--- src/include/eims_pkg.sv ---
// constants, field layouts and width helpers for the extended execution unit
// assumes a 32-bit apb slave and a 16-bit data memory behind one clock
package eims_pkg;

  localparam int XLEN = 20;

  // register byte offsets
  localparam logic [11:0] ADDR_CMD  = 12'h000;
  localparam logic [11:0] ADDR_EXT  = 12'h004;
  localparam logic [11:0] ADDR_SRC  = 12'h008;
  localparam logic [11:0] ADDR_DST  = 12'h00c;
  localparam logic [11:0] ADDR_STAT = 12'h010;
  localparam logic [11:0] ADDR_REGS = 12'h040;
  localparam logic [11:0] ADDR_REGE = 12'h07c;

  // command word fields
  localparam int CMD_OP   = 0;
  localparam int CMD_DMEM = 3;
  localparam int CMD_SMEM = 4;
  localparam int CMD_SREG = 5;
  localparam int CMD_DREG = 9;
  localparam int CMD_CNT  = 13;
  localparam int CMD_MAW  = 17;

  // extension word and status fields
  localparam int EXT_WID   = 0;
  localparam int STAT_DONE = 0;
  localparam int STAT_BUSY = 1;
  localparam int STAT_ARM  = 2;
  localparam int STAT_ERR  = 3;

  // operation codes
  localparam logic [2:0] OPC_INC1  = 3'h1;
  localparam logic [2:0] OPC_INC2  = 3'h2;
  localparam logic [2:0] OPC_INV   = 3'h3;
  localparam logic [2:0] OPC_MOVE  = 3'h4;
  localparam logic [2:0] OPC_MSAVE = 3'h5;
  localparam logic [2:0] OPC_MREST = 3'h6;

  // operand widths
  localparam logic [1:0] WID_BYTE = 2'h0;
  localparam logic [1:0] WID_WORD = 2'h1;
  localparam logic [1:0] WID_ADDR = 2'h2;

  // register file roles and status register bits
  localparam logic [3:0] REG_SP   = 4'h1;
  localparam logic [3:0] REG_SR   = 4'h2;
  localparam int         SR_C     = 0;
  localparam int         SR_Z     = 1;
  localparam int         SR_N     = 2;
  localparam int         SR_V     = 8;
  localparam logic [19:0] SR_MODE = 20'h0_0038;
  localparam logic [19:0] RST_REG = 20'h0_0000;

  // stack steps
  localparam logic [19:0] STEP_HALF = 20'h0_0002;

  function automatic logic [19:0] wid_mask(input logic [1:0] w);
    unique case (w)
      WID_BYTE: wid_mask = 20'h0_00ff;
      WID_WORD: wid_mask = 20'h0_ffff;
      default:  wid_mask = 20'hf_ffff;
    endcase
  endfunction

  function automatic logic wid_msb(input logic [19:0] v,
                                   input logic [1:0]  w);
    unique case (w)
      WID_BYTE: wid_msb = v[7];
      WID_WORD: wid_msb = v[15];
      default:  wid_msb = v[19];
    endcase
  endfunction

endpackage

--- src/verilog/eims_exec.sv ---
// execution unit: extended increments, invert, move, multi save/restore
// assumes an apb master and a data memory that acks one request at a time
//
// How it works
// - increment by one writes back sum
// - zero and carry set from all-ones input
// - overflow set from largest positive input
// - increment by two writes back sum
// - zero set from all-ones minus one
// - carry set from two highest values
// - overflow set from two largest positives
// - negative follows result msb at width
// - invert complements all bits at width
// - invert flags: c=!z, z, v from sign
// - move copies, flags and source untouched
// - mode bits changed by these ops only when the status register is the destination
// - address-word restore: four per register, ascending
// - word restore: two per register, clear top
// - restore leaves flags unless status register restored
// - address-word save downward, upper bits higher
// - word save downward, two per register
// - saved registers keep their full contents
// - multi ops need no extension word
module eims_exec
  import eims_pkg::*;
(
  input  wire logic        pclk,
  input  wire logic        presetn,
  input  wire logic [11:0] paddr,
  input  wire logic        psel,
  input  wire logic        penable,
  input  wire logic        pwrite,
  input  wire logic [31:0] pwdata,
  output logic      [31:0] prdata,
  output logic             pready,
  output logic             pslverr,
  output logic             mem_req,
  output logic             mem_we,
  output logic      [19:0] mem_addr,
  output logic      [15:0] mem_wdata,
  output logic      [1:0]  mem_be,
  input  wire logic [15:0] mem_rdata,
  input  wire logic        mem_ack
);

  typedef enum logic [3:0] {
    ST_IDLE, ST_RD_LO, ST_RD_HI, ST_EXEC, ST_WR_LO, ST_WR_HI,
    ST_PUSH_HI, ST_PUSH_LO, ST_POP_LO, ST_POP_HI
  } eims_state_t;

  typedef struct packed {
    eims_state_t       st;
    logic [15:0][19:0] regs;
    logic [2:0]        op;
    logic [1:0]        wid;
    logic              dmem;
    logic              maw;
    logic [3:0]        sreg;
    logic [3:0]        idx;
    logic [3:0]        cnt;
    logic [19:0]       src_addr;
    logic [19:0]       dst_addr;
    logic [19:0]       rd_addr;
    logic [1:0]        ext_wid;
    logic              ext_armed;
    logic [19:0]       opnd;
    logic [19:0]       res;
    logic [3:0]        nzcv;
    logic              done;
    logic              cmd_err;
    logic [31:0]       prdata;
    logic              pready;
    logic              pslverr;
    logic              mem_req;
    logic              mem_we;
    logic [19:0]       mem_addr;
    logic [15:0]       mem_wdata;
    logic [1:0]        mem_be;
  } eims_regs_t;

  eims_regs_t  s;
  eims_regs_t  next_s;

  logic [19:0] alu_res;
  logic        alu_n;
  logic        alu_z;
  logic        alu_c;
  logic        alu_v;
  logic        apb_go;
  logic        busy;
  logic [19:0] sp;
  logic [15:0] rd_lane;
  logic [2:0]  c_op;
  logic [3:0]  c_cnt;
  logic [3:0]  c_dreg;
  logic [19:0] wval;

  eims_alu u_alu (
    .op   (s.op),
    .wid  (s.wid),
    .opnd (s.opnd),
    .res  (alu_res),
    .fl_n (alu_n),
    .fl_z (alu_z),
    .fl_c (alu_c),
    .fl_v (alu_v)
  );

  // status register with new arithmetic flags, mode bits kept
  function automatic logic [19:0] sr_flags(input logic [19:0] sr,
                                           input logic [3:0]  f);
    logic [19:0] r;
    r       = sr;
    r[SR_N] = f[3];
    r[SR_Z] = f[2];
    r[SR_C] = f[1];
    r[SR_V] = f[0];
    return r;
  endfunction

  // restored value; the status register keeps its mode bits
  function automatic logic [19:0] pop_val(input logic [3:0]  r,
                                          input logic [19:0] v,
                                          input logic [19:0] old);
    if (r == REG_SR) begin
      return (v & ~SR_MODE) | (old & SR_MODE);
    end
    return v;
  endfunction

  always_comb begin
    next_s  = s;
    apb_go  = psel && penable && !s.pready;
    busy    = (s.st != ST_IDLE);
    sp      = s.regs[REG_SP];
    rd_lane = mem_rdata;
    c_op    = pwdata[CMD_OP +: 3];
    c_cnt   = pwdata[CMD_CNT +: 4];
    c_dreg  = pwdata[CMD_DREG +: 4];
    wval    = 20'h0_0000;
    if (s.wid == WID_BYTE && s.rd_addr[0]) begin
      rd_lane = {8'h00, mem_rdata[15:8]};
    end else if (s.wid == WID_BYTE) begin
      rd_lane = {8'h00, mem_rdata[7:0]};
    end

    // apb slave: one wait state, answer pready for one cycle
    next_s.pready  = apb_go;
    next_s.pslverr = 1'b0;
    if (apb_go && !pwrite) begin
      next_s.prdata = 32'h0000_0000;
      if (paddr == ADDR_EXT) begin
        next_s.prdata[EXT_WID +: 2] = s.ext_wid;
      end else if (paddr == ADDR_SRC) begin
        next_s.prdata[19:0] = s.src_addr;
      end else if (paddr == ADDR_DST) begin
        next_s.prdata[19:0] = s.dst_addr;
      end else if (paddr == ADDR_STAT) begin
        next_s.prdata[STAT_DONE] = s.done;
        next_s.prdata[STAT_BUSY] = busy;
        next_s.prdata[STAT_ARM]  = s.ext_armed;
        next_s.prdata[STAT_ERR]  = s.cmd_err;
      end else if (paddr >= ADDR_REGS && paddr <= ADDR_REGE
                   && paddr[1:0] == 2'h0) begin
        next_s.prdata[19:0] = s.regs[paddr[5:2]];
      end else if (paddr != ADDR_CMD) begin
        next_s.pslverr = 1'b1;
      end
    end else if (apb_go) begin
      if (busy && paddr != ADDR_STAT) begin
        next_s.pslverr = 1'b1;
      end else if (paddr == ADDR_EXT) begin
        next_s.ext_wid   = pwdata[EXT_WID +: 2];
        next_s.ext_armed = (pwdata[EXT_WID +: 2] != 2'h3);
      end else if (paddr == ADDR_SRC) begin
        next_s.src_addr = pwdata[19:0];
      end else if (paddr == ADDR_DST) begin
        next_s.dst_addr = pwdata[19:0];
      end else if (paddr >= ADDR_REGS && paddr <= ADDR_REGE
                   && paddr[1:0] == 2'h0) begin
        next_s.regs[paddr[5:2]] = pwdata[19:0];
      end else if (paddr == ADDR_CMD) begin
        next_s.op      = c_op;
        next_s.dmem    = pwdata[CMD_DMEM];
        next_s.sreg    = pwdata[CMD_SREG +: 4];
        next_s.idx     = c_dreg;
        next_s.cnt     = c_cnt;
        next_s.maw     = pwdata[CMD_MAW];
        next_s.done    = 1'b0;
        next_s.cmd_err = 1'b0;
        if (c_op == OPC_MSAVE || c_op == OPC_MREST) begin
          // width comes from the command word alone
          next_s.wid = pwdata[CMD_MAW] ? WID_ADDR : WID_WORD;
          if (c_op == OPC_MSAVE) begin
            next_s.st = pwdata[CMD_MAW] ? ST_PUSH_HI : ST_PUSH_LO;
          end else begin
            next_s.idx = c_dreg - c_cnt;
            next_s.st  = ST_POP_LO;
          end
        end else if (c_op >= OPC_INC1 && c_op <= OPC_MOVE
                     && s.ext_armed) begin
          next_s.wid       = s.ext_wid;
          next_s.ext_armed = 1'b0;
          if (c_op == OPC_MOVE && pwdata[CMD_SMEM]) begin
            next_s.rd_addr = s.src_addr;
            next_s.st      = ST_RD_LO;
          end else if (c_op != OPC_MOVE && pwdata[CMD_DMEM]) begin
            next_s.rd_addr = s.dst_addr;
            next_s.st      = ST_RD_LO;
          end else begin
            next_s.opnd = (c_op == OPC_MOVE)
                        ? s.regs[pwdata[CMD_SREG +: 4]]
                        : s.regs[c_dreg];
            next_s.st   = ST_EXEC;
          end
        end else begin
          next_s.cmd_err = 1'b1;
        end
      end else begin
        next_s.pslverr = 1'b1;
      end
    end

    // sequencer
    unique case (s.st)
      ST_IDLE: begin
      end
      ST_RD_LO, ST_RD_HI: begin
        if (!s.mem_req) begin
          next_s.mem_req  = 1'b1;
          next_s.mem_we   = 1'b0;
          next_s.mem_be   = 2'h3;
          next_s.mem_addr = (s.st == ST_RD_HI)
                          ? s.rd_addr + STEP_HALF : s.rd_addr;
        end else if (mem_ack) begin
          next_s.mem_req = 1'b0;
          if (s.st == ST_RD_HI) begin
            next_s.opnd[19:16] = mem_rdata[3:0];
            next_s.st          = ST_EXEC;
          end else begin
            next_s.opnd = {4'h0, rd_lane};
            next_s.st   = (s.wid == WID_ADDR) ? ST_RD_HI : ST_EXEC;
          end
        end
      end
      ST_EXEC: begin
        next_s.res  = alu_res;
        next_s.nzcv = {alu_n, alu_z, alu_c, alu_v};
        if (s.dmem) begin
          next_s.st = ST_WR_LO;
        end else begin
          next_s.regs[s.idx] = alu_res;
          if (s.op != OPC_MOVE) begin
            // flags and register land on the same edge
            next_s.regs[REG_SR] = sr_flags(
              (s.idx == REG_SR) ? alu_res : s.regs[REG_SR],
              {alu_n, alu_z, alu_c, alu_v});
          end
          next_s.done = 1'b1;
          next_s.st   = ST_IDLE;
        end
      end
      ST_WR_LO, ST_WR_HI: begin
        if (!s.mem_req) begin
          next_s.mem_req = 1'b1;
          next_s.mem_we  = 1'b1;
          if (s.st == ST_WR_HI) begin
            next_s.mem_addr  = s.dst_addr + STEP_HALF;
            next_s.mem_wdata = {12'h000, s.res[19:16]};
            next_s.mem_be    = 2'h3;
          end else if (s.wid == WID_BYTE) begin
            next_s.mem_addr  = s.dst_addr;
            next_s.mem_wdata = {s.res[7:0], s.res[7:0]};
            next_s.mem_be    = s.dst_addr[0] ? 2'h2 : 2'h1;
          end else begin
            next_s.mem_addr  = s.dst_addr;
            next_s.mem_wdata = s.res[15:0];
            next_s.mem_be    = 2'h3;
          end
        end else if (mem_ack) begin
          next_s.mem_req = 1'b0;
          if (s.st == ST_WR_LO && s.wid == WID_ADDR) begin
            next_s.st = ST_WR_HI;
          end else begin
            if (s.op != OPC_MOVE) begin
              next_s.regs[REG_SR] = sr_flags(s.regs[REG_SR],
                                             s.nzcv);
            end
            next_s.done = 1'b1;
            next_s.st   = ST_IDLE;
          end
        end
      end
      ST_PUSH_HI, ST_PUSH_LO: begin
        // saved register contents are only read here; only the stack pointer register is written
        if (!s.mem_req) begin
          next_s.mem_req  = 1'b1;
          next_s.mem_we   = 1'b1;
          next_s.mem_be   = 2'h3;
          next_s.mem_addr = sp - STEP_HALF;
          next_s.mem_wdata = (s.st == ST_PUSH_HI)
                           ? {12'h000, s.regs[s.idx][19:16]}
                           : s.regs[s.idx][15:0];
        end else if (mem_ack) begin
          next_s.mem_req      = 1'b0;
          next_s.regs[REG_SP] = sp - STEP_HALF;
          if (s.st == ST_PUSH_HI) begin
            next_s.st = ST_PUSH_LO;
          end else if (s.cnt == 4'h0) begin
            next_s.done = 1'b1;
            next_s.st   = ST_IDLE;
          end else begin
            next_s.cnt = s.cnt - 4'h1;
            next_s.idx = s.idx - 4'h1;
            next_s.st  = s.maw ? ST_PUSH_HI : ST_PUSH_LO;
          end
        end
      end
      ST_POP_LO, ST_POP_HI: begin
        if (!s.mem_req) begin
          next_s.mem_req  = 1'b1;
          next_s.mem_we   = 1'b0;
          next_s.mem_be   = 2'h3;
          next_s.mem_addr = sp;
        end else if (mem_ack) begin
          next_s.mem_req      = 1'b0;
          next_s.regs[REG_SP] = sp + STEP_HALF;
          if (s.st == ST_POP_LO && s.maw) begin
            next_s.opnd = {4'h0, mem_rdata};
            next_s.st   = ST_POP_HI;
          end else begin
            wval = (s.st == ST_POP_HI)
                 ? {mem_rdata[3:0], s.opnd[15:0]}
                 : {4'h0, mem_rdata};
            next_s.regs[s.idx] = pop_val(s.idx, wval,
                                         s.regs[s.idx]);
            if (s.cnt == 4'h0) begin
              next_s.done = 1'b1;
              next_s.st   = ST_IDLE;
            end else begin
              next_s.cnt = s.cnt - 4'h1;
              next_s.idx = s.idx + 4'h1;
              next_s.st  = ST_POP_LO;
            end
          end
        end
      end
    endcase
  end

  always_ff @(posedge pclk or negedge presetn) begin
    if (!presetn) begin
      s <= '0;
      s.regs <= {16{RST_REG}};
    end else begin
      s <= next_s;
    end
  end

  assign prdata    = s.prdata;
  assign pready    = s.pready;
  assign pslverr   = s.pslverr;
  assign mem_req   = s.mem_req;
  assign mem_we    = s.mem_we;
  assign mem_addr  = s.mem_addr;
  assign mem_wdata = s.mem_wdata;
  assign mem_be    = s.mem_be;

endmodule // eims_exec

--- src/verilog/eims_alu.sv ---
// increment, double-increment, invert and move datapath with flags
// masks the incoming operand to the chosen width itself
module eims_alu
  import eims_pkg::*;
(
  input  wire logic [2:0]  op,
  input  wire logic [1:0]  wid,
  input  wire logic [19:0] opnd,
  output logic      [19:0] res,
  output logic             fl_n,
  output logic             fl_z,
  output logic             fl_c,
  output logic             fl_v
);

  logic [19:0] mask;
  logic [19:0] pmax;
  logic [19:0] d;

  always_comb begin
    mask = wid_mask(wid);
    pmax = mask >> 1;
    d    = opnd & mask;
    res  = d;
    fl_z = 1'b0;
    fl_c = 1'b0;
    fl_v = 1'b0;
    unique case (op)
      OPC_INC1: begin
        res  = (d + 20'h0_0001) & mask;
        fl_z = (d == mask);
        fl_c = (d == mask);
        fl_v = (d == pmax);
      end
      OPC_INC2: begin
        res  = (d + 20'h0_0002) & mask;
        fl_z = (d == mask - 20'h0_0001);
        fl_c = (d >= mask - 20'h0_0001);
        fl_v = (d == pmax) || (d == pmax - 20'h0_0001);
      end
      OPC_INV: begin
        res  = d ^ mask;
        fl_z = (d == mask);
        fl_c = (d != mask);
        fl_v = wid_msb(d, wid);
      end
      default: res = d;
    endcase
    fl_n = wid_msb(res, wid);
  end

endmodule // eims_alu

--- config.mk ---
export PLATFORM = sky130hd
export DESIGN_NAME = eims_exec
export DESIGN_NICKNAME = d
export VERILOG_FILES = /design/src/include/eims_pkg.sv /design/src/verilog/eims_exec.sv /design/src/verilog/eims_alu.sv
export SDC_FILE = /design/constraint.sdc
export NUM_CORES = 2
export LEC_CHECK = 0
export BUFFER_PORTS_ARGS = -buffer_cell sky130_fd_sc_hd__buf_4
export CAP_MARGIN = 15
export CORE_MARGIN = 2
export CORE_UTILIZATION = 30
export DETAILED_ROUTE_END_ITERATION = 8
export PLACE_DENSITY = 0.5
export SYNTH_ARGS = -nofsm -noshare
export SYNTH_HDL_FRONTEND = slang
export SYNTH_SLANG_ARGS = --single-unit
--- constraint.sdc ---
create_clock -name pclk -period 8.05 [get_ports pclk]
set_input_delay 0.4025 -clock pclk [delete_from_list [all_inputs] [get_ports pclk]]
set_output_delay 0.4025 -clock pclk [all_outputs]
set_load 0.02 [all_outputs]
Word-level counts from Yosys, hierarchy flattened:

Index checks and enable logic that the tools add are counted.

* flip-flop bits (word level): 514
* input bits: 66
* logic and storage cells: 356

* reduce and logical (&&, ||, !) cells: 49
* eq/ne operators: 42
* $add $sub $neg: 12
* bitwise logic cells: 12
* order comparisons: 11
* multiplexer cells: 187

Operators with widths (number)
* 426-bit 2-to-1 mux: 3
* 320-bit bitwise mux: 3
* 320-bit 2-to-1 mux: 3
* 20-bit 2-to-1 mux: 43
* 343-bit 2-to-1 mux: 2
* 324-bit 2-to-1 mux: 2
* 260-bit one-hot mux with 2 select lines: 1
* 403-bit 2-to-1 mux: 1
* 20-bit binary-select mux with 4-bit select: 4
* 20-bit one-hot mux with 3 select lines: 3
* 21-bit 2-to-1 mux: 8
* 20-bit demux with 4-bit select: 2
* 20-bit one-hot mux with 2 select lines: 3
* 22-bit one-hot mux with 4 select lines: 1
* 20-bit by 2-bit adder with 20-bit output (second input constant): 4
* 16-bit 2-to-1 mux: 5
* 39-bit 2-to-1 mux: 2
* 4-bit 2-to-1 mux: 19
* 8-bit 2-to-1 mux: 8
* 20-bit AND: 3
* 20-bit equality test: 3
* 40-bit 2-to-1 mux: 1
* 1-bit 2-to-1 mux: 39
* 19-bit 2-to-1 mux: 2
* other kinds (67): 148

Longest topological paths before layout:

* word-level depth: 20
* gate-level depth with buffers: 15

By module:

From an unflattened synthesis, not the netlist that was laid out.

* cells, all modules: 4475
* area, all modules: 42838.6 µm²

Modules (own cells, without submodules)
* eims_exec: cells an instance 4302, area each 41716.3 µm², seq. area each 12762.2 µm², times used 1
* eims_alu: cells an instance 173, area each 1122.3 µm², seq. area each 0.0 µm², times used 1

Least setup slack after synthesis:

No wires, ideal clock.

* path type: register -> register
* start point: register s[187] in the netlist's numbering
* end point: register s[261] in the netlist's numbering
* buffers on the path: 4
* stages on the path, launching flop included: 14
* period minus slack after synthesis: 3.468 ns
* path slack: 4.582 ns
* data arrival time: 3.332 ns
* required time: 7.914 ns
* path through: dfrtp_1 buf_1 buf_2 buf_2 inv_1 ha_1 or3b_2 a211oi_1 nor2_1 nor2_1 buf_2 nor2_1 a221oi_1 o21ai_0

* word-level cells in the longest chain between the ends: 16

RTL lines
* start, declared: line eims_exec.sv:81 `eims_regs_t s;`
* start signal, assigned: line eims_exec.sv:356 `s <= next_s;`
* 4-bit by 2-bit equality test with 1-bit output: line eims_exec.sv:125, eims_exec.sv:256
* 1-bit 2-to-1 mux: line eims_exec.sv:125 `if (r == REG_SR) begin`
* 1-bit 2-to-1 mux: line eims_exec.sv:328 `if (s.st == ST_POP_LO && s.maw) begin`
* 1-bit 2-to-1 mux: line eims_exec.sv:325 `end else if (mem_ack) begin`
* 1-bit 2-to-1 mux: line eims_exec.sv:320 `if (!s.mem_req) begin`
* 1-bit 2-to-1 mux: line eims_exec.sv:225 `unique case (s.st)`
* 20-bit 2-to-1 mux: line eims_exec.sv:128 `return v;`
* 20-bit 2-to-1 mux: line eims_exec.sv:328
* 20-bit 2-to-1 mux: line eims_exec.sv:325
* 20-bit 2-to-1 mux: line eims_exec.sv:320
* 20-bit 2-to-1 mux: line eims_exec.sv:225
* 320-bit bitwise mux: line eims_exec.sv:335 `next_s.regs[s.idx] = pop_val(s.idx, wval,`
* 320-bit 2-to-1 mux: line eims_exec.sv:328
* 324-bit 2-to-1 mux: line eims_exec.sv:325
* 324-bit 2-to-1 mux: line eims_exec.sv:320
* 20-bit one-hot mux with 3 select lines: line eims_exec.sv:225

Several ways; a longest one is shown, not always the timed one. The select of a mux whose other input is x is not followed.
A chain may end at the register's enable or synchronous reset.

==> metrics.cfg <==
[run_status]
status=finished clean

[critical_path]
cp_max_fo=31
critPathLaunchType=flop
crit_arrival_ps=5510
crit_type=reg -> reg
rrSetupSlack_ps=3040
path_cells=buf_4 -> ha_1 -> nand2b_1 -> nor2_1 -> nand2_1 -> o21ai_0 -> a21oi_1
cp_slowest_cell=dfrtp_4
slowest_delay_ps=900
reg2reg_to=s[343]
rr_startpoint=s[188]
endpoint_kind=flop
crit_required_ps=8550
r2r_cells=7

[hold_path]
holdPathStages=3
holdCritPathClass=in -> reg
hold_path_end=s[104]
hold_start=mem_rdata[4]

[sta]
relSlewSlack_pct=7.55
tightest_slew_ps=1380
setup-tns-final_ps=0
hold_viol=0
fin_crit_sh_pct=62.2
finClkSkew_ps=29.3
slew_viol_final=0
fmax_mhz=200
setup_violations=0
layout_setup_ws_ps=3040
fin_crit_ps=5010
rsz0062_at_grt=false

[cts]
cts-root-buf=clkbuf_16
clockBufferDepth=3
cts_made_buffers=68
path_clk_slew_ps=60
clk_latency_ps=660
cts_num_sinks=510
cts_tree=built
cts_resized=0
cts_max_level=3

[route]
firstDrtPassIters=8
wl_um=223000
drt_iter0_markers=6674
drc_errors=0
drtAntennaViolNets=0
via_count=40400
wire_per_inst_um=37.3
viasPerCell=6.75

[cells_and_area]
layoutNonFillerInstCount=5987
seq_area_um2=12800
nets=4231
fill_cells=13900
mostFrequentLayoutCells=nand2_1 (685), dfrtp_1 (505), a21oi_1 (372), mux4_2 (356), o21ai_0 (285)
layout_commonest_cell=nand2_1
drive_above_1_share_pct=20.6
area_growth_pct=11.7
multi_input_comb_area_um2=26000
stdcell_area_um2=45400

[power_and_ir_drop]
powerDensity_nw_per_um2=231
p_int_w=0.00614
clockPowerShare_pct=31.2
p_switching_w=0.00438
vdd_drop_max_mv=0.130
p_seq_share_pct=31.6
swShare_pct=41.6
power.leakage_nw=17.1
p_comb_share_pct=37.3

[synth]
syn_area_per_cell_um2=9.45
yosysSeqAreaShare_pct=31.4
ys_warn_count=0
ys_types=84
netlist_instances=4305
synth-seq-cells=510
netlist_area_um2=40700
synth_edf_count=0
synthFlopType=dfrtp_1
synthArstFlopShare_pct=100

[die]
start_util_pct=30.1
ios=140
die_height_um=372
fp.dieW_um=372
die_area_um2=139000
row_count=135
core_um2=135000

[place]
place.detailed.hpwl_um=152000
dp_cells=5855
globalplace.congestion=1.02
placed_cell_area_um2=43100
io_buffers=115
pre_cts_slack_ps=3280

[grt]
grt_pass1_vias=37600
grt_pass1_wl_um=307000
grt_overflow=0
grt_use_total_pct=31.5
grt_max_degree=150
antenna_found_initial=22

[job]
cap_violations=0

-- flip-flops by register name, summed over array words and instances, names as in the netlist --
register / cells
pready: 1
mem_req: 1
prdata: 20
sp: 20
mem_we: 1
pslverr: 1
s: 428
mem_addr: 20
mem_wdata: 16
mem_be: 2
-- worst max path at each step --
stage / from / to / slack, ps / cells after the start
detailed placement: s[188] / s[343] / 3280 / 7
CTS: s[188] / s[343] / 3250 / 7
finish: s[188] / s[343] / 3040 / 7
floorplan: s[187] / s[261] / 4580 / 13
global route: s[188] / s[343] / 3060 / 7
global placement: s[188] / s[343] / 3300 / 7
-- cells by family after synthesis --
logic type               after synthesis  synth area share [%]
AND/OR/NAND/NOR                     1314                  14.4
AO/OA/AOI/OAI                       1181                  18.6
multiplexers                         667                  27.5
buffers and inverters                527                  5.64
flip-flops                           510                  31.4
XOR/XNOR                              87                  1.87
adder cells (fa/ha/maj)               18                 0.572
other                                  1               0.00921
-- cells in the mapped netlist (31+ instances only) --
master	number	area [µm²]
nor2_1	275	1030
o221ai_1	105	920
a221o_1	66	661
a211oi_1	33	248
mux4_2	356	8020
a31oi_1	37	231
nand2_1	686	2570
buf_2	37	185
a221oi_1	37	324
o211ai_1	31	233
xor2_1	38	333
nand3_1	64	320
dfrtp_1	510	12800
and2_1	32	200
o21ai_0	287	1440
xnor2_1	49	429
buf_1	47	176
a22oi_1	46	345
a21oi_1	373	1870
o22ai_1	42	263
nor2b_1	34	213
buf_4	70	526
clkbuf_1	345	1290
mux2i_1	247	2470
mux2_2	64	721
nor3_1	65	325
-- worst max-delay path, delay by kind of cell (launching register included) --
family | cells | cell delay, ps
AOI/OAI and AO/OA | 2 | 560
and+or+nand+nor | 3 | 2040
buffers and inverters | 1 | 660
adders and majority gates | 1 | 660
DFF | 1 | 900
-- through the flow --
| stage | utilization [%] | power [W] | hold WS [ps] |
|---|---|---|---|
| finish | 33.6 | 0.0105 | 60.3 |
| floorplan | - | 0.00556 | 107 |
| global placement | 31.9 | 0.00710 | 460 |
| detailed placement | 31.9 | 0.00710 | 469 |
| CTS | 33.6 | 0.0104 | 38.2 |
| global route | 33.6 | 0.0108 | 84.3 |
-- layer usage --
layer | up-vias | track usage [%] | wire length (µm)
met2 | 3326 | 45.2 | 93400
li1 | 15900 | - | -
met5 | - | 0 | 162
met4 | 22 | 20.7 | 17100
met1 | 20400 | 38.4 | 80200
met3 | 739 | 13.3 | 32500
-- cell type report --
type                       count  area share [%]
antenna                       11          0.0606
inverter                      27           0.223
sequential                   510            28.1
multi-input combinational   3279            57.1
tap                         1781            4.90
timing repair buffer         261            4.49
clock buffer                  99            4.52
clock inverter                19           0.540
-- power by group through the flow --
stage	Clock, W	Sequential (W)	Combinational (W)
2_1_floorplan	0	0.00300	0.00257
3_3_place_gp	0	0.00333	0.00377
3_5_place_dp	0	0.00333	0.00377
4_1_cts	0.00329	0.00329	0.00379
5_1_grt	0.00340	0.00333	0.00407
6_report	0.00328	0.00332	0.00392
-- what timing repair did --
item,CTS,global route
endpoints found under the hold margin,73,0
hold buffers,1,0
setup buffers,0,0
No activity file was read; power rests on OpenSTA's default activity.
